File: src/verilog/cbv_pkg.sv
`default_nettype none
package cbv_pkg;
    // Serial port framing: 8 address bits then 24 data bits, least significant first.
    localparam int SER_ADDR_W = 8;
    localparam int SER_DATA_W = 24;
    localparam int SER_FRAME_W = 32;
    // Register addresses.
    localparam logic [7:0] ADDR_CTRL = 8'h01;
    localparam logic [7:0] ADDR_RETIME = 8'h03;
    localparam logic [7:0] ADDR_HCTRL = 8'h0A;
    localparam logic [7:0] ADDR_HPOS = 8'h10;
    localparam logic [7:0] ADDR_EXTLEN = 8'h11;
    localparam logic [7:0] ADDR_CHG_A = 8'h12;
    localparam logic [7:0] ADDR_CHG_B = 8'h13;
    localparam logic [7:0] ADDR_PTR = 8'h14;
    localparam logic [7:0] ADDR_SEL = 8'h15;
    localparam logic [7:0] ADDR_CLAMP = 8'h16;
    // Pattern store: address bits [7:5] equal this, [4:3] pattern, [2:0] word.
    localparam logic [2:0] PAT_PAGE = 3'h1;
    localparam logic [2:0] PW_SPACING = 3'h0;
    localparam logic [2:0] PW_REPEAT = 3'h1;
    // Words 4..7 hold the two edges of outputs 1..4; bit 2 marks them.
    localparam int PW_EDGE_BIT = 2;
    // Field positions.
    localparam int B_MASK_POL = 0;
    localparam int B_SHUT_EN = 1;
    localparam int B_SLAVE = 2;
    localparam int B_RETIME = 0;
    localparam int B_PULSE_CNT = 0;
    localparam int B_EXTEND = 1;
    localparam int F_START_LSB = 9;
    localparam int F_EDGE2_LSB = 9;
    localparam int F_SEL_W = 2;
    localparam int F_PTR_W = 3;
    localparam int F_CLAMP_OFF_LSB = 10;
    // Widths.
    localparam int HPOS_W = 10;
    localparam int EXT_W = 9;
    localparam int VPOS_W = 9;
    localparam int LINE_W = 8;
    localparam int REP_W = 8;
    localparam int NREG = 5;
    localparam int NPAT = 4;
    localparam int NVOUT = 4;
    // Second pulse in selective blanking follows the first by this many pixels.
    localparam logic [9:0] PULSE_GAP = 10'h002;
    localparam logic [23:0] RESET_VALUE = 24'h00_0000;

    typedef struct packed {
        logic [VPOS_W-1:0] spacing;
        logic [NVOUT-1:0] start;
        logic [REP_W-1:0] repeat_cnt;
        logic [NVOUT-1:0][VPOS_W-1:0] edge_one;
        logic [NVOUT-1:0][VPOS_W-1:0] edge_two;
    } cbv_pat_t;

    typedef enum logic [1:0] {
        H_ACTIVE = 2'b00,
        H_EXTEND = 2'b01,
        H_BLANK = 2'b11
    } cbv_hstate_t;
endpackage
`default_nettype wire

File: src/verilog/cbv_pat_if.sv
`timescale 1ns/100ps
`default_nettype none
interface cbv_pat_if;
    import cbv_pkg::*;
    logic wr_en;
    logic [1:0] wr_pat;
    logic [2:0] wr_word;
    logic [SER_DATA_W-1:0] wr_data;
    logic [1:0] rd_pat;
    cbv_pat_t rd_rec;
    modport store(input wr_en, input wr_pat, input wr_word, input wr_data, input rd_pat,
                  output rd_rec);
    modport user(output wr_en, output wr_pat, output wr_word, output wr_data, output rd_pat,
                 input rd_rec);
endinterface
`default_nettype wire

File: src/verilog/cbv_pattern_store.sv
`timescale 1ns/100ps
`default_nettype none
module cbv_pattern_store import cbv_pkg::*; (
    input wire logic core_clk,
    input wire logic rst_n,
    cbv_pat_if.store pif
);
    cbv_pat_t mem_q [NPAT];
    cbv_pat_t rd_q;

    for (genvar p = 0; p < NPAT; p++) begin : g_pat
        wire logic hit = pif.wr_en && (pif.wr_pat == 2'(p));
        always_ff @(posedge core_clk or negedge rst_n) begin
            if (!rst_n) begin
                mem_q[p] <= '0;
            end else if (hit && pif.wr_word[PW_EDGE_BIT]) begin
                mem_q[p].edge_one[pif.wr_word[1:0]] <= pif.wr_data[VPOS_W-1:0];
                mem_q[p].edge_two[pif.wr_word[1:0]] <= pif.wr_data[F_EDGE2_LSB +: VPOS_W];
            end else if (hit && pif.wr_word == PW_SPACING) begin
                mem_q[p].spacing <= pif.wr_data[VPOS_W-1:0];
                mem_q[p].start <= pif.wr_data[F_START_LSB +: NVOUT];
            end else if (hit && pif.wr_word == PW_REPEAT) begin
                mem_q[p].repeat_cnt <= pif.wr_data[REP_W-1:0];
            end
        end
    end

    // The record of the pattern in use is registered, so it lags the select by one clock.
    always_ff @(posedge core_clk or negedge rst_n) begin
        if (!rst_n) begin
            rd_q <= '0;
        end else begin
            rd_q <= mem_q[pif.rd_pat];
        end
    end
    assign pif.rd_rec = rd_q;
endmodule // cbv_pattern_store
`default_nettype wire

File: src/verilog/cbv_timing.sv
// Overview of operation
// - Pulse count 1 gives two phase-A pulses during blanking at the programmed position.
// - Extended blanking: 9-bit counter suspends the line pixel counter for the length.
// - Mask polarity sets phase A level in blanking: 0 low, 1 high.
// - Phase B is always the inverse of phase A, blanking included.
// - Pulse count 0 gives no horizontal clock in blanking; 1 gives pulses.
// - Retime bit 1 registers the blanking signal on the clock; 0 uses it directly.
// - A 10-bit position sets where phase A pulses away from its mask level during blanking.
// - Extended blanking shifts horizontal edges only, never vertical or clamp timing.
// - In slave mode the shared pin is a gate input masking vertical outputs and clamp.
// - Shutter enable 0: gate latched at line sync fall masks while high.
// - Shutter enable 1: latched gate masks only while the shutter signal is high.
// - Four programmable vertical patterns, each covering all four vertical outputs.
// - Up to five regions, stepped through one after another over the field.
// - Per pattern, a spacing between repetitions and a start level per output.
// - Each output toggles at two programmed positions measured from pattern start.
// - Repeat count sets pulses per line; 0 holds the start level.
// - Region pointer picks a select register whose value picks the pattern.
// - 8-bit change lines bound regions; first fixed at line 0, four programmable.
// - Pulse count 0: both phases blanked while line sync low, position unused.
// - The first region always begins at the frame sync falling edge.
//
`timescale 1ns/100ps
`default_nettype none
module cbv_timing import cbv_pkg::*; (
    input wire logic core_clk,
    input wire logic rstn,
    input wire logic line_sync,
    input wire logic frame_sync,
    input wire logic sync_gate_pin,
    input wire logic mech_shutter_signal,
    input wire logic ser_clk,
    input wire logic ser_data,
    input wire logic ser_load_n,
    output logic horiz_clock_phase_a,
    output logic horiz_clock_phase_b,
    output logic vert_transfer_out_1,
    output logic vert_transfer_out_2,
    output logic vert_transfer_out_3,
    output logic vert_transfer_out_4,
    output logic black_clamp_pulse
);
    ////////////////////////////////////////////////////////////////////////////////////////
    logic [1:0] rst_sync_q;
    logic rst_n;
    always_ff @(posedge core_clk or negedge rstn) begin
        if (!rstn) begin
            rst_sync_q <= 2'h0;
        end else begin
            rst_sync_q <= {rst_sync_q[0], 1'b1};
        end
    end
    assign rst_n = rst_sync_q[1];

    // Pin order: 0 line sync, 1 frame sync, 2 gate, 3 shutter, 4 serial clk, 5 data, 6 load.
    localparam int NPIN = 7;
    wire logic [NPIN-1:0] pin_raw = {ser_load_n, ser_data, ser_clk, mech_shutter_signal,
                                     sync_gate_pin, frame_sync, line_sync};
    logic [NPIN-1:0] meta_q;
    logic [NPIN-1:0] pin_q;
    logic [NPIN-1:0] pin_prev_q;
    for (genvar i = 0; i < NPIN; i++) begin : g_sync
        always_ff @(posedge core_clk or negedge rst_n) begin
            if (!rst_n) begin
                meta_q[i] <= 1'b1;
                pin_q[i] <= 1'b1;
                pin_prev_q[i] <= 1'b1;
            end else begin
                meta_q[i] <= pin_raw[i];
                pin_q[i] <= meta_q[i];
                pin_prev_q[i] <= pin_q[i];
            end
        end
    end
    wire logic line_fall = pin_prev_q[0] && !pin_q[0];
    wire logic line_rise = !pin_prev_q[0] && pin_q[0];
    wire logic frame_fall = pin_prev_q[1] && !pin_q[1];
    wire logic ser_clk_rise = !pin_prev_q[4] && pin_q[4];
    wire logic ser_load_rise = !pin_prev_q[6] && pin_q[6];

    ////////////////////////////////////////////////////////////////////////////////////////
    // Write-only three-wire port; a frame is committed when the load line returns high.
    logic [SER_FRAME_W-1:0] ser_shift_q;
    always_ff @(posedge core_clk or negedge rst_n) begin
        if (!rst_n) begin
            ser_shift_q <= '0;
        end else if (ser_clk_rise && !pin_q[6]) begin
            ser_shift_q <= {pin_q[5], ser_shift_q[SER_FRAME_W-1:1]};
        end
    end
    wire logic [7:0] wr_addr = ser_shift_q[SER_ADDR_W-1:0];
    wire logic [SER_DATA_W-1:0] wr_data = ser_shift_q[SER_FRAME_W-1:SER_ADDR_W];

    function automatic logic wr_hit(input logic go, input logic [7:0] a, input logic [7:0] r);
        return go && (a == r);
    endfunction

    logic [SER_DATA_W-1:0] ctrl_q, retime_q, hctrl_q, hpos_q, extlen_q;
    logic [SER_DATA_W-1:0] chg_a_q, chg_b_q, ptr_q, sel_q, clamp_q;
    always_ff @(posedge core_clk or negedge rst_n) begin
        if (!rst_n) begin
            {ctrl_q, retime_q, hctrl_q, hpos_q, extlen_q} <= {5{RESET_VALUE}};
            {chg_a_q, chg_b_q, ptr_q, sel_q, clamp_q} <= {5{RESET_VALUE}};
        end else begin
            if (wr_hit(ser_load_rise, wr_addr, ADDR_CTRL)) ctrl_q <= wr_data;
            if (wr_hit(ser_load_rise, wr_addr, ADDR_RETIME)) retime_q <= wr_data;
            if (wr_hit(ser_load_rise, wr_addr, ADDR_HCTRL)) hctrl_q <= wr_data;
            if (wr_hit(ser_load_rise, wr_addr, ADDR_HPOS)) hpos_q <= wr_data;
            if (wr_hit(ser_load_rise, wr_addr, ADDR_EXTLEN)) extlen_q <= wr_data;
            if (wr_hit(ser_load_rise, wr_addr, ADDR_CHG_A)) chg_a_q <= wr_data;
            if (wr_hit(ser_load_rise, wr_addr, ADDR_CHG_B)) chg_b_q <= wr_data;
            if (wr_hit(ser_load_rise, wr_addr, ADDR_PTR)) ptr_q <= wr_data;
            if (wr_hit(ser_load_rise, wr_addr, ADDR_SEL)) sel_q <= wr_data;
            if (wr_hit(ser_load_rise, wr_addr, ADDR_CLAMP)) clamp_q <= wr_data;
        end
    end
    wire logic blank_mask_polarity = ctrl_q[B_MASK_POL];
    wire logic shutter_gate_enable = ctrl_q[B_SHUT_EN];
    wire logic slave_mode = ctrl_q[B_SLAVE];
    wire logic blank_retime_enable = retime_q[B_RETIME];
    wire logic blank_pulse_count = hctrl_q[B_PULSE_CNT];
    wire logic blank_extend_enable = hctrl_q[B_EXTEND];
    wire logic [HPOS_W-1:0] blank_pulse_position = hpos_q[HPOS_W-1:0];
    wire logic [EXT_W-1:0] blank_extend_length = extlen_q[EXT_W-1:0];

    cbv_pat_if pif();
    assign pif.wr_en = ser_load_rise && (wr_addr[7:5] == PAT_PAGE);
    assign pif.wr_pat = wr_addr[4:3];
    assign pif.wr_word = wr_addr[2:0];
    assign pif.wr_data = wr_data;
    cbv_pattern_store u_store (
        .core_clk(core_clk),
        .rst_n(rst_n),
        .pif(pif)
    );

    ////////////////////////////////////////////////////////////////////////////////////////
    // Horizontal blanking. Extension holds the line pixel counter before blanking is shown.
    cbv_hstate_t hstate_q, hstate_d;
    logic [EXT_W-1:0] blank_extend_counter;
    logic [HPOS_W-1:0] line_pixel_counter;
    wire logic ext_done = (blank_extend_counter + 9'h001 >= blank_extend_length);
    always_comb begin
        hstate_d = hstate_q;
        unique case (hstate_q)
            H_ACTIVE: if (line_fall) hstate_d = blank_extend_enable ? H_EXTEND : H_BLANK;
            H_EXTEND: if (ext_done) hstate_d = H_BLANK;
            H_BLANK: if (pin_q[0]) hstate_d = H_ACTIVE;
            default: hstate_d = H_ACTIVE;
        endcase
    end
    always_ff @(posedge core_clk or negedge rst_n) begin
        if (!rst_n) begin
            hstate_q <= H_ACTIVE;
            blank_extend_counter <= '0;
            line_pixel_counter <= '0;
        end else begin
            hstate_q <= hstate_d;
            blank_extend_counter <= (hstate_q == H_EXTEND) ? blank_extend_counter + 9'h001 : '0;
            if (line_fall) begin
                line_pixel_counter <= '0;
            end else if (hstate_q != H_EXTEND) begin
                line_pixel_counter <= line_pixel_counter + 10'h001;
            end
        end
    end

    // Retiming adds a clock of latency but removes decode glitches from the blank edge.
    wire logic blank_raw = (hstate_q == H_BLANK);
    logic blank_rt_q, h_toggle_q, h1_q, h2_q;
    wire logic blank_sel = blank_retime_enable ? blank_rt_q : blank_raw;
    wire logic pulse_hit = (line_pixel_counter == blank_pulse_position) ||
                           (line_pixel_counter == blank_pulse_position + PULSE_GAP);
    wire logic blank_level = (blank_pulse_count && pulse_hit) ? !blank_mask_polarity
                                                              : blank_mask_polarity;
    wire logic h1_d = blank_sel ? blank_level : h_toggle_q;
    always_ff @(posedge core_clk or negedge rst_n) begin
        if (!rst_n) begin
            blank_rt_q <= 1'b0;
            h_toggle_q <= 1'b0;
            h1_q <= 1'b0;
            h2_q <= 1'b1;
        end else begin
            blank_rt_q <= blank_raw;
            h_toggle_q <= !h_toggle_q;
            h1_q <= h1_d;
            h2_q <= !h1_d;
        end
    end
    assign horiz_clock_phase_a = h1_q;
    assign horiz_clock_phase_b = h2_q;

    ////////////////////////////////////////////////////////////////////////////////////////
    // Vertical side runs from its own counters, untouched by the blank extension.
    logic [LINE_W-1:0] line_q;
    logic [HPOS_W-1:0] pix_q;
    logic gate_q;
    always_ff @(posedge core_clk or negedge rst_n) begin
        if (!rst_n) begin
            line_q <= '0;
            pix_q <= '0;
            gate_q <= 1'b0;
        end else begin
            if (frame_fall) begin
                line_q <= '0;
            end else if (line_fall) begin
                line_q <= line_q + 8'h01;
            end
            pix_q <= line_fall ? '0 : pix_q + 10'h001;
            if (line_fall) gate_q <= pin_q[2];
        end
    end

    function automatic logic [2:0] region_of(input logic [LINE_W-1:0] ln,
                                             input logic [4*LINE_W-1:0] chg);
        logic [2:0] r;
        r = 3'h0;
        // A change line of zero counts as unused, so the first region always owns line 0.
        for (int k = 0; k < NREG - 1; k++) begin
            if ((chg[k*LINE_W +: LINE_W] != '0) && (ln >= chg[k*LINE_W +: LINE_W])) r = 3'(k + 1);
        end
        return r;
    endfunction

    wire logic [4*LINE_W-1:0] chg_all = {chg_b_q[15:0], chg_a_q[15:0]};
    wire logic [2:0] region = region_of(line_q, chg_all);
    wire logic [F_PTR_W-1:0] cur_ptr = ptr_q[region*F_PTR_W +: F_PTR_W];
    wire logic [2:0] sel_idx = (cur_ptr < 3'(NREG)) ? cur_ptr : 3'h0;
    assign pif.rd_pat = sel_q[sel_idx*F_SEL_W +: F_SEL_W];
    wire cbv_pat_t pr = pif.rd_rec;

    logic [VPOS_W-1:0] vphase_q;
    logic [REP_W-1:0] rep_q;
    logic [NVOUT-1:0] vlev_q, vout_q;
    wire logic [NVOUT-1:0] vlev_d;
    wire logic reps_left = (rep_q < pr.repeat_cnt);
    wire logic rep_wrap = (vphase_q + 9'h001 >= pr.spacing);
    for (genvar v = 0; v < NVOUT; v++) begin : g_vout
        wire logic tog = reps_left && ((vphase_q == pr.edge_one[v]) ||
                                       (vphase_q == pr.edge_two[v]));
        assign vlev_d[v] = line_fall ? pr.start[v] : (vlev_q[v] ^ tog);
    end
    wire logic shut_block = shutter_gate_enable && !pin_q[3];
    wire logic vmask = slave_mode && gate_q && !shut_block;
    wire logic clamp_win = (pix_q >= clamp_q[HPOS_W-1:0]) &&
                           (pix_q < clamp_q[F_CLAMP_OFF_LSB +: HPOS_W]);
    logic clamp_q_out;
    always_ff @(posedge core_clk or negedge rst_n) begin
        if (!rst_n) begin
            vphase_q <= '0;
            rep_q <= '0;
            vlev_q <= '0;
            vout_q <= '0;
            clamp_q_out <= 1'b0;
        end else begin
            if (line_fall) begin
                vphase_q <= '0;
                rep_q <= '0;
            end else if (reps_left) begin
                vphase_q <= rep_wrap ? '0 : vphase_q + 9'h001;
                if (rep_wrap) rep_q <= rep_q + 8'h01;
            end
            vlev_q <= vlev_d;
            vout_q <= vmask ? '0 : vlev_d;
            clamp_q_out <= clamp_win && !vmask;
        end
    end
    assign {vert_transfer_out_4, vert_transfer_out_3, vert_transfer_out_2,
            vert_transfer_out_1} = vout_q;
    assign black_clamp_pulse = clamp_q_out;
endmodule // cbv_timing
`default_nettype wire

File: config.mk
export PLATFORM = sky130hd
export DESIGN_NAME = cbv_timing
export DESIGN_NICKNAME = d
export VERILOG_FILES = /design/src/verilog/cbv_pkg.sv /design/src/verilog/cbv_pat_if.sv /design/src/verilog/cbv_pattern_store.sv /design/src/verilog/cbv_timing.sv
export SDC_FILE = /design/constraint.sdc
export NUM_CORES = 1
export LEC_CHECK = 0
export BUFFER_PORTS_ARGS = -buffer_cell sky130_fd_sc_hd__buf_2
export CAP_MARGIN = 20
export CELL_PAD_IN_SITES_DETAIL_PLACEMENT = 1
export CELL_PAD_IN_SITES_GLOBAL_PLACEMENT = 1
export CORE_MARGIN = 3
export CORE_UTILIZATION = 48
export CTS_CLUSTER_SIZE = 10
export DETAILED_ROUTE_END_ITERATION = 6
export PLACE_DENSITY_LB_ADDON = 0.1
export SYNTH_ARGS = -nofsm -noshare
export SYNTH_HDL_FRONTEND = slang
export SYNTH_SLANG_ARGS = --single-unit
export TNS_END_PERCENT = 10
File: constraint.sdc
create_clock -name core_clk -period 20.5 [get_ports core_clk]
set_clock_uncertainty 0.2 [all_clocks]
set_input_delay 1.025 -clock core_clk [delete_from_list [all_inputs] [get_ports core_clk]]
set_output_delay 1.025 -clock core_clk [all_outputs]
set_load 0.05 [all_outputs]
# == Word level (Yosys, flattened, before mapping) ==
# Index checks and enable logic that the tools add are counted.
# totals
mem_bits_rw,0
out_inout_bits,7
latchBits,0
romBits,0
mem_count,0
word_cells,294
regBits,712
# op_classes
reduce_logical,84
addsub,7
multipliers,1
n_lt_le_gt_ge,13
bitwise_logic,13
shifts,2
n_mux,43
n_eq_ne,31
div,0
# op_table
cell,n
$bwmux W36,8
$bmux W93 S2,1
$mux W93,2
$eq A9 B9 Y1,8
$eq A8 B5 Y1 const B,7
$logic_and A1 B1 Y1,47
$mux W9,5
$mux W8,5
$ge A8 B8 Y1,4
$reduce_bool A8 Y1,4
$mux W10,3
$shiftx A24 B5 Y2,1
$shiftx A24 B6 Y3,1
$add A10 B1 Y10 const B,2
$eq A10 B10 Y1,2
$add A9 B1 Y9 const B,2
$demux W9 S2,1
$ge A9 B9 Y1,2
$add A8 B1 Y8 const B,2
$reduce_and A3 Y1,5
$mux W2,6
$logic_not A1 Y1,11
$add A10 B2 Y10 const B,1
$ge A10 B10 Y1,1
27 further kinds,63

# == Logic depth before layout (Yosys ltp) ==
# logic_depth
ltp_word,15
depth_mapped,16
ltp_nobuf,13

# == Modules after synthesis ==
# Synthesis repeated with hierarchy kept, for this count alone.
# unflattened
cells_unflattened,2163
hier_area_um2,30684.4
# by_module_without_submodules
module,cells_per_inst,n_inst,area_per_inst_um2
cbv_pattern_store,1041,1,18536.5
cbv_timing,1122,1,12147.9

# == Worst setup path after synthesis ==
# OpenSTA, ideal clock, no wires.
# synth_timing
path_kind,register to register
from,reg line_q[3]
to,reg u_store.rd_q (netlist bit u_store.pif.rd_rec[10])
t_arrival_ns,3.482
n_path_buf,3
synth_period_minus_slack_ns,3.812
setup_time_ns,0.131
path_slack_ns,16.688
required_ns,20.169
path_stages_with_launch,16
path_cell_list,dfrtp_1 > ha_1 > o21a_1 > nor2_1 > or4b_1 > nand2_1 > mux2_2 > a221oi_4 > nand2_1 > mux2_1 > o211a_1 > buf_6 > buf_6 > buf_6 > mux2i_1 > mux2i_1
# synth_via
elab_chain_len,15
word_cells_on_any_way,21
classes_between,mul: 1; order compare: 5; shift: 2; mux: 8; bitwise: 1; reduce/logical: 4
# synth_lines
item,line,rtl
from (decl),cbv_timing.sv:195,logic [LINE_W-1:0] line_q;
from (signal assigned),cbv_timing.sv:207,line_q <= line_q + 8'h01;
$ge A8 B8 Y1,cbv_timing.sv:220,if ((chg[k*LINE_W +: LINE_W] != '0) && (ln >= chg[k*LINE_W +: LINE_W])) r = 3'(k + 1);
$logic_and A1 B1 Y1,cbv_timing.sv:220,
$mux W1,cbv_timing.sv:220,
$mux W2 (2 in series),cbv_timing.sv:220,
$mux W3 (*),cbv_timing.sv:220,
$mul A3 B2 Y5 (*),cbv_timing.sv:227,wire logic [F_PTR_W-1:0] cur_ptr = ptr_q[region*F_PTR_W +: F_PTR_W];
$shiftx A24 B6 Y3 (*),cbv_timing.sv:227,
$lt A3 B3 Y1,cbv_timing.sv:228,wire logic [2:0] sel_idx = (cur_ptr < 3'(NREG)) ? cur_ptr : 3'h0;
$mux W3 (*),cbv_timing.sv:228,
$shiftx A24 B5 Y2 (*),cbv_timing.sv:229,assign pif.rd_pat = sel_q[sel_idx*F_SEL_W +: F_SEL_W];
$not A2 Y3 (not written as such) (*),cbv_pattern_store.sv:33,rd_q <= mem_q[pif.rd_pat];
$bmux W93 S2 (*),cbv_pattern_store.sv:33,
$mux W93 (not written as such) (*) (2 in series),cbv_pattern_store.sv:33,
to (signal assigned),cbv_pattern_store.sv:33,
to (decl),cbv_pattern_store.sv:9,cbv_pat_t rd_q;
# Mark *: on every way between the ends. The rest lies on a longest branch, timed or not. The select of a mux whose other input is x is not followed.
# A chain may end at the register's enable or synchronous reset.

# == Worst setup path in the final report ==
# layout_timing
from,reg line_q[3]
to,reg u_store.rd_q (netlist bit u_store.pif.rd_rec[50])
# The elaborated chain is that of the path after synthesis.

==> impl_metrics.yaml <==
critical_path:
  critPathMaxFanout: 138
  cp_cell_sequence: "ha_1 > o21a_1 > nor2_1 > or4b_1 > nand2_1 > mux2_2 > a221oi_4 > nand2_1 > mux2_1 > o211a_4 > buf_12 > buf_4 > mux2i_1 > mux2i_1"
  required_ns: 20.74
  path_buf_inv: 2
  crit_family: "buffers and inverters"
  crit_type: "reg -> reg"
  end_kind: "flop"
  arrival_ns: 5.84
  cp_slowest_cell: "buf_4"
  start_kind: "flop"
  cpPeakStageDelay_ns: 0.82
layout:
  final_common_cell: "dfrtp_1"
  num_antenna_cells: 0
  fillers: 6329
  utilization_pct: 53.8
  area_growth_pct: 10.7
  most-common-layout-cells: "dfrtp_1 (669), mux2_2 (493), mux2i_1 (284), clkbuf_16 (85)"
  drive_gt1_share_pct: 29.1
  nNetsFinal: 2468
global_route:
  grt_pass1_vias: 20400
  grt_pass1_wl_um: 121000
  antenna_found_initial: 1
  grt_util_met2_pct: 39.5
  grtUsageTotal_pct: 23.1
  grt_max_degree: 183
  overflow: 0
  busiest_layer: "met2"
  grtUsageMet1_pct: 31.1
  met3_usage_pct: 3.13
cts:
  cts-root-buf: "clkbuf_16"
  post-cts-setup-buffers: 0
  cts.repair.resized: 0
  cts_tree: "yes"
  clock_latency_ns: 0.61
  clock_path_buffers: 3
  path_clk_slew_ns: 0.05
  numCtsBuffers: 81
  cts.sinks: 689
  cts-htree-levels: 3
sta:
  finalWorstSetupSlack_ns: 14.90
  rsz0062_at_grt: "false"
  drv_slew: 0
  setup_viol: 0
  maxSlewHeadroom_pct: 24.4
  tightest_slew_ns: 1.13
  setup_tns_ns: 0
  min_period_ns: 5.60
  whs_ns: 0.152
  timing.fmax_mhz: 178
  period_share_pct: 27.3
  final_hold_viol_count: 0
drt:
  wire_per_inst_um: 23.6
  drt_iter0_markers: 997
  drt-pass1-iter-count: 5
  ant_nets: 0
  totalWireLength_um: 77200
  drc: 0
  num_vias: 18400
  vias_per_cell: 5.63
floorplanning:
  chipWidth_um: 262
  initial_utilization_pct: 48.6
  pin_count: 16
  dieArea_um2: 68500
  coreArea_um2: 64600
  rows: 93
  fp.dieH_um: 262
power:
  vdd_ir_drop_max_uv: 62.3
  p_switching_mw: 0.726
  pwr_density_cell_nw_per_um2: 85.4
  swShare_pct: 24.5
  p_comb_share_pct: 7.5
  p_leak_nw: 16.2
  intPower_mw: 2.24
  p_clk_share_pct: 43.5
  p_seq_share_pct: 48.9
placed_design:
  gp_congestion: 0.801
  dp_hpwl_um: 46700
  portBuffers: 15
  dp_slack_ns: 14.92
synth:
  synth_top_cell_area_share_pct: 53.4
  async_flop_share_pct: 100
  synth_top_flop_cell: "dfrtp_1"
  synth_edf_count: 0
  yosysWarnings: 0
  synth-seq-cells: 689
  syn_area_um2: 31400
  ys_seq_area_share_pct: 55.0
  syn_nets: 2453
  ys_types: 62
  avgSynthCellArea_um2: 13.3
  syn_inst: 2361
  yosysTopAreaCell: "dfrtp_1"
  synth.top_cells.by_area: "dfrtp_1 (53%), mux2_2 (18%), mux2i_1 (9.1%)"
hold_path:
  hold_class: "reg -> reg"
job:
  maxCapViolCount: 0
status:
  outcome: "finished, final reports clean"
## layer usage
| metal | routed length [um] | share of wire (%) |
|---|---|---|
| met1 | 35600 | 46 |
| met2 | 38100 | 49 |
| met3 | 1850 | 2.4 |
| met4 | 1690 | 2.2 |
| met5 | 0 | 0 |
## sequential cells by signal (all words and copies together) (netlist names), 15 cells and up
register,count
u_store.mem_q,372
clamp_q,20
ser_shift_q,32
ptr_q,15
chg_b_q,16
chg_a_q,16
u_store.pif.rd_rec,93
## layout make-up
type | instances | area (um2) | share of cell area, %
clock buffer | 118 | 2280 | 6.56
clock inverter | 3 | 26.3 | 0.0756
inverter | 82 | 308 | 0.885
multi-input combinational | 1451 | 13200 | 38.0
sequential | 689 | 17300 | 49.7
tap | 855 | 1070 | 3.08
timing repair buffer | 71 | 598 | 1.72
## worst paths after layout
path / start / to / slack (ns) / cells after the start
max: line_q[3] / u_store.pif.rd_rec[50] / 14.90 / 14
min: rst_sync_q[0] / rst_sync_q[1] / 0.15 / 0
max reg2reg: line_q[3] / u_store.pif.rd_rec[50] / 14.90 / 14
min reg2reg: rst_sync_q[0] / rst_sync_q[1] / 0.15 / 0
max in group asynchronous: rst_sync_q[1] / clamp_q[14] / 16.75 / 3
min in group asynchronous: rst_sync_q[1] / line_q[0] / 0.18 / 0
## cells by family (layout without fill, tap and decap cells)
group / after synthesis / count (layout) / synth area share, %
buf+inv: 221 / 274 / 3.17
other cells: 1 / 1 / 0.0119
compound gates: 130 / 130 / 2.77
xor+xnor: 130 / 130 / 3.63
simple gates: 326 / 326 / 5.22
fa+ha+maj: 83 / 83 / 3.31
mux: 781 / 781 / 26.9
flops: 689 / 689 / 55.0
## cell usage after synthesis, types with 3 or more instances
master	count
a2111oi_0	3
a211oi_1	4
a21o_1	18
a21oi_1	22
a22o_1	5
a31oi_1	7
and2_1	7
and3_1	13
buf_1	17
buf_2	7
buf_4	8
buf_6	17
clkbuf_1	90
dfrtp_1	670
dfstp_2	19
ha_1	83
inv_1	82
mux2_2	493
mux2i_1	284
nand2_1	83
nand2b_1	16
nand3_1	37
nand4_1	21
nor2_1	70
nor2b_1	22
nor3_1	12
nor3b_1	3
nor4_1	21
o21a_1	3
o21ai_0	47
o21ai_1	5
or3_1	7
xnor2_1	78
xor2_1	52
## stage by stage
stage	total power [mW]	instance area (um2)	instances
final	2.97	34800	3269
after global routing	3.10	34800	3269
after CTS	3.01	34800	3268
after detailed placement	1.70	32400	3146
after global placement	1.69	32300	3142
after floorplan	1.62	31400	2361
## power groups by stage
stage	registers, mW	clock network (mW)	logic, mW
3_5_place_dp	1.48	0	0.227
4_1_cts	1.45	1.33	0.229
3_3_place_gp	1.48	0	0.215
6_report	1.45	1.29	0.224
5_1_grt	1.46	1.39	0.254
2_1_floorplan	1.48	0	0.136
## worst register-to-register path, stage by stage (launching register included)
cell,delay (ns)
dfrtp_1,0.54
ha_1,0.36
o21a_1,0.11
nor2_1,0.03
or4b_1,0.51
nand2_1,0.18
mux2_2,0.39
a221oi_4,0.45
nand2_1,0.12
mux2_1,0.24
o211a_4,0.17
buf_12,0.71
buf_4,1.01
mux2i_1,0.31
mux2i_1,0.12
## what timing repair did
action                                  in CTS  in global routing
endpoints found under the setup margin       0                  0
hold buffers                                 1                  0
hold endpoints to repair                     2                  0
No activity file was read; power rests on OpenSTA's default activity.
